==> src/hdl/scsq_pkg.sv <==
// Package with constants, enums and structs of the spectral conversion sequencer.
package scsq_pkg;

  // Wishbone register byte offsets.
  localparam logic [7:0] SCSQ_OFF_CTRL   = 8'h00;
  localparam logic [7:0] SCSQ_OFF_ITIME  = 8'h04;
  localparam logic [7:0] SCSQ_OFF_STATUS = 8'h08;
  localparam logic [7:0] SCSQ_OFF_LED    = 8'h0C;
  localparam logic [7:0] SCSQ_OFF_TEMP   = 8'h10;
  localparam logic [7:0] SCSQ_OFF_DATA0  = 8'h20;

  // Control field positions.
  localparam int SCSQ_CTRL_RUN_BIT  = 0;
  localparam int SCSQ_CTRL_IEN_BIT  = 1;
  localparam int SCSQ_CTRL_MODE_LSB = 2;
  localparam int SCSQ_CTRL_FWUP_BIT = 4;
  localparam int SCSQ_LED_EN_BIT    = 2;

  // Reset values.
  localparam logic [1:0]  SCSQ_MODE_RST  = 2'h0;
  localparam logic [23:0] SCSQ_ITIME_RST = 24'h00AFC8;

  // Timing.
  localparam int SCSQ_CLK_MHZ     = 100;
  localparam int SCSQ_ITIME_MIN_US = 2800;
  localparam logic [23:0] SCSQ_ITIME_MIN_CYC = 24'(SCSQ_ITIME_MIN_US * SCSQ_CLK_MHZ);
  localparam int SCSQ_RST_MIN_MS  = 100;
  localparam int SCSQ_RST_MIN_CYC = SCSQ_RST_MIN_MS * 1000 * SCSQ_CLK_MHZ + 1;
  localparam int SCSQ_BLINK_CYC   = 25000000;

  // Group modes.
  typedef enum logic [1:0] {
    SCSQ_MODE_G0,
    SCSQ_MODE_G1,
    SCSQ_MODE_BOTH
  } scsq_mode_e;

  // Converter sample presented to one channel.
  typedef struct packed {
    logic [15:0] value;
    logic        valid;
  } scsq_sample_s;

  // Indicator sink setting.
  typedef struct packed {
    logic       enable;
    logic [1:0] level;
  } scsq_led_s;

endpackage : scsq_pkg

==> src/hdl/scsq_sync3.sv <==
// Three-stage input synchroniser with agreement filter.
`timescale 1ns/100ps
module scsq_sync3 (
  input  wire logic clk_i,
  input  wire logic rst_i,
  input  wire logic ce_i,
  input  wire logic rst_val_i,
  input  wire logic d_i,
  output logic      q_o
);
  logic s1_r;
  logic s2_r;
  logic s3_r;

  // The output only changes when the second and third stages agree.
  always_ff @(posedge clk_i) begin
    if (rst_i) begin
      s1_r <= rst_val_i;
      s2_r <= rst_val_i;
      s3_r <= rst_val_i;
      q_o  <= rst_val_i;
    end else if (ce_i) begin
      s1_r <= d_i;
      s2_r <= s1_r;
      s3_r <= s2_r;
      if (s2_r == s3_r) begin
        q_o <= s3_r;
      end
    end
  end
endmodule : scsq_sync3

==> src/hdl/scsq_top.sv <==
// Spectral conversion sequencer with Wishbone registers.
`timescale 1ns/100ps
module scsq_top
  import scsq_pkg::*;
#(
  parameter int RST_MIN_CYC   = SCSQ_RST_MIN_CYC,
  parameter int BLINK_CYC     = SCSQ_BLINK_CYC,
  // Shortest period in clock cycles; smaller period settings are raised to it.
  parameter int ITIME_MIN_CYC = int'(SCSQ_ITIME_MIN_CYC)
) (
  input  wire logic         clk_i,
  input  wire logic         rst_i,
  input  wire logic         ce_i,
  input  wire logic         wb_cyc_i,
  input  wire logic         wb_stb_i,
  input  wire logic         wb_we_i,
  input  wire logic [7:0]   wb_adr_i,
  input  wire logic [3:0]   wb_sel_i,
  input  wire logic [31:0]  wb_dat_i,
  output logic [31:0]       wb_dat_o,
  output logic              wb_ack_o,
  input  wire scsq_sample_s adc_sample_i,
  input  wire logic [15:0]  temp_sample_i,
  input  wire logic         external_reset_input_n_i,
  output logic [2:0]        adc_chan_o,
  output logic              adc_start_o,
  output logic              int_n_o,
  output logic              core_reset_o,
  output logic              second_reset_n_o,
  output logic [3:0]        indicator_led_sink_o
);

  typedef enum logic [1:0] {
    ST_IDLE,
    ST_INTEG,
    ST_FETCH
  } scsq_state_e;

  // Channel index per group: group A = ch 1,2,3,4; group B = ch 0,2,3,5.
  localparam logic [5:0] GRP_A_MASK = 6'h1E;
  localparam logic [5:0] GRP_B_MASK = 6'h2D;
  localparam logic [5:0] ALL_MASK   = 6'h3F;

  logic        run_r;
  logic        ien_r;
  logic        fwup_r;
  logic [1:0]  mode_r;
  logic [23:0] itime_r;
  scsq_led_s   led_r;
  logic [1:0]  cyc_mode_r;
  logic        grp_b_r;
  scsq_state_e state_r;
  logic [23:0] tick_r;
  logic [2:0]  ch_r;
  logic [15:0] work_r [6];
  logic [15:0] out_r  [6];
  logic [5:0]  work_mask_r;
  logic        rdy_r;
  logic        hold_r;
  logic        pend_r;
  logic [15:0] temp_r;
  logic        rst_pin_q;
  logic [31:0] rst_cnt_r;
  logic [31:0] blink_cnt_r;
  logic        blink_r;
  logic        wb_req;
  logic        wb_wr;
  logic        wb_rd;
  logic        data_rd;
  logic        cycle_done;
  logic [23:0] itime_eff;
  logic [2:0]  data_idx;

  assign wb_req     = wb_cyc_i & wb_stb_i & ~wb_ack_o;
  assign wb_wr      = wb_req & wb_we_i;
  assign wb_rd      = wb_req & ~wb_we_i;
  assign data_idx   = 3'((wb_adr_i - SCSQ_OFF_DATA0) >> 2);
  assign data_rd    = wb_rd && wb_adr_i >= SCSQ_OFF_DATA0 && wb_adr_i < 8'h38;
  // Short periods are clamped; the converter cannot settle faster.
  assign itime_eff  = (itime_r < 24'(ITIME_MIN_CYC)) ? 24'(ITIME_MIN_CYC) : itime_r;
  assign cycle_done = (state_r == ST_FETCH) && (ch_r == 3'd5) && (grp_b_r || cyc_mode_r != 2'd2);

  // Reset pin filter.
  scsq_sync3 u_rst_sync (
    .clk_i     (clk_i),
    .rst_i     (rst_i),
    .ce_i      (ce_i),
    .rst_val_i (1'b1),
    .d_i       (external_reset_input_n_i),
    .q_o       (rst_pin_q)
  );

  // Long-low detector: a low held past the minimum resets the core and the second device.
  always_ff @(posedge clk_i) begin
    if (rst_i) begin
      rst_cnt_r        <= 32'h0;
      core_reset_o     <= 1'b0;
      second_reset_n_o <= 1'b1;
    end else if (ce_i) begin
      // The second device trails the core by one cycle for as long as the core is held.
      second_reset_n_o <= ~core_reset_o;
      if (rst_pin_q) begin
        rst_cnt_r    <= 32'h0;
        core_reset_o <= 1'b0;
      end else if (rst_cnt_r < 32'(RST_MIN_CYC)) begin
        rst_cnt_r <= rst_cnt_r + 32'h1;
      end else begin
        core_reset_o <= 1'b1;
      end
    end
  end

  // Register writes from the host.
  always_ff @(posedge clk_i) begin
    if (rst_i || core_reset_o) begin
      run_r   <= 1'b0;
      ien_r   <= 1'b0;
      fwup_r  <= 1'b0;
      mode_r  <= SCSQ_MODE_RST;
      itime_r <= SCSQ_ITIME_RST;
      led_r   <= '0;
    end else if (ce_i && wb_wr) begin
      case (wb_adr_i)
        SCSQ_OFF_CTRL: begin
          if (wb_sel_i[0]) begin
            run_r  <= wb_dat_i[SCSQ_CTRL_RUN_BIT];
            ien_r  <= wb_dat_i[SCSQ_CTRL_IEN_BIT];
            mode_r <= wb_dat_i[SCSQ_CTRL_MODE_LSB +: 2];
            fwup_r <= wb_dat_i[SCSQ_CTRL_FWUP_BIT];
          end
        end
        SCSQ_OFF_ITIME: begin
          for (int b = 0; b < 3; b++) begin
            if (wb_sel_i[b]) begin
              itime_r[8*b +: 8] <= wb_dat_i[8*b +: 8];
            end
          end
        end
        SCSQ_OFF_LED: begin
          if (wb_sel_i[0]) begin
            led_r <= wb_dat_i[2:0];
          end
        end
        default: begin
        end
      endcase
    end
  end

  // Conversion sequencer: integrate, then fetch six channels from the converter.
  always_ff @(posedge clk_i) begin
    if (rst_i || core_reset_o) begin
      state_r     <= ST_IDLE;
      tick_r      <= 24'h0;
      ch_r        <= 3'd0;
      grp_b_r     <= 1'b0;
      cyc_mode_r  <= 2'd0;
      adc_start_o <= 1'b0;
      adc_chan_o  <= 3'd0;
      work_mask_r <= 6'h0;
    end else if (ce_i) begin
      adc_start_o <= 1'b0;
      case (state_r)
        ST_IDLE: begin
          if (run_r) begin
            cyc_mode_r  <= (mode_r == 2'd3) ? 2'd2 : mode_r;
            grp_b_r     <= (mode_r == 2'd1);
            work_mask_r <= 6'h0;
            tick_r      <= 24'h0;
            state_r     <= ST_INTEG;
          end
        end
        ST_INTEG: begin
          if (tick_r >= itime_eff - 24'h1) begin
            tick_r      <= 24'h0;
            ch_r        <= 3'd0;
            adc_chan_o  <= 3'd0;
            adc_start_o <= 1'b1;
            state_r     <= ST_FETCH;
          end else begin
            tick_r <= tick_r + 24'h1;
          end
        end
        ST_FETCH: begin
          if (adc_sample_i.valid) begin
            work_mask_r <= work_mask_r | (grp_b_r ? GRP_B_MASK : GRP_A_MASK);
            if (ch_r == 3'd5) begin
              if (cyc_mode_r == 2'd2 && !grp_b_r) begin
                grp_b_r <= 1'b1;
                state_r <= ST_INTEG;
              end else begin
                // Mode is resampled here and on leaving idle, so a change lands next cycle.
                cyc_mode_r  <= (mode_r == 2'd3) ? 2'd2 : mode_r;
                grp_b_r     <= (mode_r == 2'd1);
                work_mask_r <= 6'h0;
                state_r     <= run_r ? ST_INTEG : ST_IDLE;
              end
            end else begin
              ch_r        <= ch_r + 3'd1;
              adc_chan_o  <= ch_r + 3'd1;
              adc_start_o <= 1'b1;
            end
          end
        end
        default: begin
          state_r <= ST_IDLE;
        end
      endcase
    end
  end

  // Working buffer: channels of the groups fetched so far in the cycle, others zero.
  always_ff @(posedge clk_i) begin
    if (rst_i || core_reset_o) begin
      for (int i = 0; i < 6; i++) begin
        work_r[i] <= 16'h0;
      end
    end else if (ce_i && state_r == ST_FETCH && adc_sample_i.valid) begin
      if ((grp_b_r ? GRP_B_MASK[ch_r] : GRP_A_MASK[ch_r])) begin
        work_r[ch_r] <= adc_sample_i.value;
      end else if (!work_mask_r[ch_r] || cyc_mode_r != 2'd2) begin
        work_r[ch_r] <= 16'h0;
      end
    end
  end

  // Output buffer: whole-cycle copy, deferred while a value is being read.
  always_ff @(posedge clk_i) begin
    if (rst_i || core_reset_o) begin
      for (int i = 0; i < 6; i++) begin
        out_r[i] <= 16'h0;
      end
      pend_r <= 1'b0;
    end else if (ce_i) begin
      if ((cycle_done && adc_sample_i.valid && hold_r) || (pend_r && hold_r)) begin
        pend_r <= 1'b1;
      end else if (pend_r) begin
        out_r  <= work_r;
        pend_r <= 1'b0;
      end else if (cycle_done && adc_sample_i.valid) begin
        out_r <= work_r;
        out_r[5] <= (grp_b_r ? GRP_B_MASK[5] : GRP_A_MASK[5]) ? adc_sample_i.value : 16'h0;
      end
    end
  end

  // Partial-read hold: a lower-byte access locks the buffer until the top byte is read.
  always_ff @(posedge clk_i) begin
    if (rst_i || core_reset_o) begin
      hold_r <= 1'b0;
    end else if (ce_i && data_rd) begin
      hold_r <= !wb_sel_i[1] && wb_sel_i[0];
    end
  end

  // Data ready and interrupt pin; a new result beats a same-cycle read clear.
  always_ff @(posedge clk_i) begin
    if (rst_i || core_reset_o) begin
      rdy_r   <= 1'b0;
      int_n_o <= 1'b1;
    end else if (ce_i) begin
      if (cycle_done && adc_sample_i.valid) begin
        rdy_r   <= 1'b1;
        int_n_o <= ~ien_r;
      end else if (data_rd) begin
        rdy_r   <= 1'b0;
        int_n_o <= 1'b1;
      end
    end
  end

  // Temperature is captured every cycle regardless of run state.
  always_ff @(posedge clk_i) begin
    if (rst_i) begin
      temp_r <= 16'h0;
    end else if (ce_i) begin
      temp_r <= temp_sample_i;
    end
  end

  // Indicator sink: host setting, overridden by a blink during firmware update.
  always_ff @(posedge clk_i) begin
    if (rst_i) begin
      blink_cnt_r          <= 32'h0;
      blink_r              <= 1'b0;
      indicator_led_sink_o <= 4'h0;
    end else if (ce_i) begin
      if (fwup_r && blink_cnt_r < 32'(BLINK_CYC) - 32'h1) begin
        blink_cnt_r <= blink_cnt_r + 32'h1;
      end else begin
        blink_cnt_r <= 32'h0;
        blink_r     <= fwup_r & ~blink_r;
      end
      if (fwup_r) begin
        indicator_led_sink_o <= blink_r ? 4'h1 : 4'h0;
      end else begin
        indicator_led_sink_o <= led_r.enable ? (4'h1 << led_r.level) : 4'h0;
      end
    end
  end

  // Wishbone answer: one wait-free ack per request, unmapped reads return zero.
  always_ff @(posedge clk_i) begin
    if (rst_i) begin
      wb_ack_o <= 1'b0;
      wb_dat_o <= 32'h0;
    end else if (ce_i) begin
      wb_ack_o <= wb_req;
      wb_dat_o <= 32'h0;
      if (wb_rd) begin
        if (data_rd) begin
          wb_dat_o <= {16'h0, out_r[data_idx]};
        end else begin
          case (wb_adr_i)
            SCSQ_OFF_CTRL:   wb_dat_o <= {27'h0, fwup_r, mode_r, ien_r, run_r};
            SCSQ_OFF_ITIME:  wb_dat_o <= {8'h0, itime_r};
            SCSQ_OFF_STATUS: wb_dat_o <= {28'h0, grp_b_r, state_r != ST_IDLE, ~int_n_o, rdy_r};
            SCSQ_OFF_LED:    wb_dat_o <= {29'h0, led_r};
            SCSQ_OFF_TEMP:   wb_dat_o <= {16'h0, temp_r};
            default:         wb_dat_o <= 32'h0;
          endcase
        end
      end
    end
  end

endmodule : scsq_top

==> config.mk <==
export PLATFORM = sky130hd
export DESIGN_NAME = scsq_top
export DESIGN_NICKNAME = d
export VERILOG_FILES = /design/src/hdl/scsq_pkg.sv /design/src/hdl/scsq_sync3.sv /design/src/hdl/scsq_top.sv
export SDC_FILE = /design/constraint.sdc
export NUM_CORES = 1
export LEC_CHECK = 0
export BUFFER_PORTS_ARGS = -buffer_cell sky130_fd_sc_hd__buf_2
export CORE_MARGIN = 8
export CORE_UTILIZATION = 35
export DETAILED_ROUTE_END_ITERATION = 8
export GPL_ROUTABILITY_DRIVEN = 0
export MAX_ROUTING_LAYER = met4
export PLACE_DENSITY_LB_ADDON = 0.3
export SYNTH_ARGS = -nofsm -noshare
export SYNTH_HDL_FRONTEND = slang
export SYNTH_SLANG_ARGS = --single-unit
==> constraint.sdc <==
create_clock -name clk_i -period 5.5 [get_ports clk_i]
set_input_delay 0.275 -clock clk_i [delete_from_list [all_inputs] [get_ports clk_i]]
set_output_delay 0.275 -clock clk_i [all_outputs]
set_load 0.05 [all_outputs]
==> qor.csv <==
metric;value;unit
status;finished clean;
grt_pass1_vias;13610;
drive_gt1_frac;0.1095;
maxCapViolCount;0;
holdCritPathClass;input pin to flop;
cts_buffer_depth;3;
postCtsSetupBuffers;0;
cts_tree;done;
grt_max_degree;97;
synth-seq-cells;384;
cts_made_buffers;40;
grt_first_pass_wirelength;74390;µm
ctsRootBufferMaster;clkbuf_16;
finalClockSkew;0.02439;ns
hold_path_end;itime_r[7]$_SDFFE_PN1P_;
final_util;0.4065;
seq_area_frac_synth;0.4501;
die_area;56120;µm²
synth_compound_area_frac;0.1155;
synth_top_family_by_area;simple AND/OR/NAND/NOR gates;
hp-start;wb_dat_i[7];
die_h;236.9;µm
antenna_found_initial;0;
crit_arrival;5.39;ns
critPathMaxFanout;7;
wl_met3;2929;µm
synth_enable_flop_cells;0;
finalWirelength;46920;µm
rrSetupSlack;0.52;ns
ir_worst_vdd;0.0002562;V
critPathCaptureType;flop;
areaGrowthSynthToFinish;15.53;%
synth_area;17080;µm²
final_antenna_net_count;0;
synth_cells;1980;
setup_viol;0;
synth.area.mux_share;0.1141;
synth-simple-area-share;0.2218;
worst_pin_slew;1.222;ns
vias;14290;
met1_length;21290;µm
start_util;0.3518;
whs_path_depth;3;
maxSlewViolCount;0;
synth-xor-area-share;0.03487;
portBuffers;110;
max_freq;0.2010;GHz
rows;81;
synth_ff_type;dfxtp_1;
hpwl;31800;µm
tns;0;ns
grt_setup_unrepaired;false;
yosysUniqueCellTypes;67;
whs;0.008348;ns
final-hold-violation-count;0;
yosysWarningCount;0;
highest_layer;met4;
timing.final.crit_share;0.9046;
synth-async-reset-ratio;0;
fillers;4794;
p_total;5.903;mW
io_pins;128;
cts_max_level;2;
relSlewSlack;0.1850;
num_antenna_cells;0;
die_w;236.9;µm
p_leak;7.522;nW
syn_avg_cell_area;8.626;µm²
drc_errors;0;
drtIter0Drc;1028;
wire_per_inst;17.35;µm
wl_met2;21080;µm
worst_r2r_path_depth;19;
clock_latency;0.55;ns
power_per_cell_area;299.2;nW/µm²
timing.rr.start;itime_r[19]$_SDFFE_PN0P_;
clk_pin_slew;0.06;ns
period_needed;4.975;ns
overflow;0;
start_kind;flop;
core_area;48550;µm²
required;5.92;ns
dr.pass1.iters;6;
synth_adder_area_share;0.02564;
path_class;flop to flop;
clock-sinks;384;
track_usage;0.1660;
routed_via_density;5.284;
fin_nets;2169;
==> report_power, final <==
part           total [mW]  internal (mW)  switching (mW)  leakage (nW)
Clock                2.91           1.78            1.13         0.697
Sequential           2.80           2.79         0.00739          3.10
Combinational       0.194         0.0591           0.134          3.73
Total                5.90           4.63            1.27          7.52
==> synthesized netlist by cell type, drive strengths merged (20+ instances only) <==
cell	number	area share
a21oi	164	0.048
and2	20	0.0073
and3	23	0.0084
buf	22	0.0072
clkbuf	107	0.024
dfxtp	384	0.45
ha	35	0.026
inv	32	0.0070
mux2i	152	0.089
nand2	267	0.059
nand3	60	0.018
nand4	24	0.0088
nor2	291	0.064
nor2b	30	0.011
nor3	41	0.013
o21ai	41	0.012
or3	22	0.0081
xnor2	30	0.015
xor2	38	0.019
==> worst max path at each step <==
stage | from | cells after the start | slack (ns) | end
after floorplan | itime_r[19]$_SDFFE_PN0P_ | 19 | 0.76 | flop
final | itime_r[19]$_SDFFE_PN0P_ | 19 | 0.52 | flop
after CTS | itime_r[19]$_SDFFE_PN0P_ | 18 | 0.26 | flop
after global placement | itime_r[19]$_SDFFE_PN0P_ | 18 | 0.35 | flop
after global routing | itime_r[19]$_SDFFE_PN0P_ | 20 | 0.03 | tick_r[23]$_SDFFE_PN0P_
after detailed placement | itime_r[19]$_SDFFE_PN0P_ | 18 | 0.27 | flop
==> per-stage QoR <==
step | cell area, µm² | setup slack [ns] | instances
after floorplan | 17110 | 0.7551 | 1987
after global placement | 18130 | 0.3512 | 2613
after detailed placement | 18130 | 0.2735 | 2613
after CTS | 19720 | 0.2622 | 2704
after global routing | 19730 | 0.02794 | 2704
final | 19730 | 0.5246 | 2704
==> worst max-delay path, cell delays in order, from the launching register on <==
cell       delay, ns
dfxtp_1         0.35
or4_1           0.58
nor2_2          0.24
o21ai_1         0.19
nand2_1         0.14
ha_1            0.25
nand3b_1        0.18
nor2_1          0.12
nand3_1         0.22
a2111oi_1       0.50
xor2_1          0.13
ha_1            0.29
nand2_1         0.06
nor4_1          0.36
nand4_1         0.14
o211ai_1        0.34
buf_4           0.20
nor2_1          0.07
o21a_1          0.19
a221o_1         0.31
==> cells in the final DEF, fill, tap and decap left out, types with 5 or more instances in the layout <==
master,n
and3_1,23
a222oi_1,12
or4_1,11
buf_4,22
and4_1,5
clkinv_2,5
conb_1,8
dfxtp_1,384
dlygate4sd3_1,17
nand4_1,24
o21ai_0,13
a21oi_1,163
nor2b_1,30
clkbuf_1,12
nand2_1,267
o21a_1,8
a22oi_1,18
a211oi_1,5
a221oi_1,19
nor4_1,12
nand3_1,60
bufinv_16,6
nor3_1,39
xor2_1,38
mux2i_1,152
inv_1,31
mux4_2,16
or3_1,22
clkbuf_16,42
clkbuf_8,7
xnor2_1,30
nand2b_1,15
a21o_1,5
buf_2,110
ha_1,35
and2_1,19
o22ai_1,12
o21ai_1,26
nand3b_1,5
nor2_1,288
==> cells by family after synthesis <==
| family | Yosys count |
|---|---|
| AOI/OAI and AO/OA | 319 |
| muxes | 174 |
| other | 1 |
| adders and majority gates | 35 |
| xor gates and xnor gates | 68 |
| and+or+nand+nor | 838 |
| buffers and inverters | 161 |
| DFF | 384 |
==> routing by layer <==
layer / track usage / vias up
met1: 0.2126 / 6816
met5: - / -
met2: 0.2583 / 383
met3: 0.03325 / 91
met4: 0.05973 / 0
li1: - / 6997
==> layout make-up <==
cell class | count | area [µm²] | share of cell area
Multi-Input combinational cell | 1442 | 8817 | 0.4469
Timing Repair Buffer | 150 | 905.9 | 0.04591
Inverter | 32 | 120.1 | 0.006088
Clock inverter | 13 | 230.2 | 0.01167
Tap cell | 622 | 778.2 | 0.03944
Clock buffer | 61 | 1192 | 0.06043
Sequential cell | 384 | 7687 | 0.3896
==> sequential cells by signal, summed over array words and instances (netlist names), 2 cells and up, named ones only <==
name / cells
blink_cnt_r: 32
ch_r: 3
cyc_mode_r: 2
indicator_led_sink_o: 4
itime_r: 24
led_r: 3
mode_r: 2
out_r: 96
rst_cnt_r: 32
state_r: 2
temp_r: 16
tick_r: 24
wb_dat_o: 24
work_mask_r: 5
work_r: 96
==> what timing repair did <==
action	4_1_cts	5_1_grt
gates resized for setup	0	3
hold buffers	17	0
hold endpoints to repair	17	0
setup endpoints to repair	0	28
Note: power is estimated with default switching activity, not from simulation.
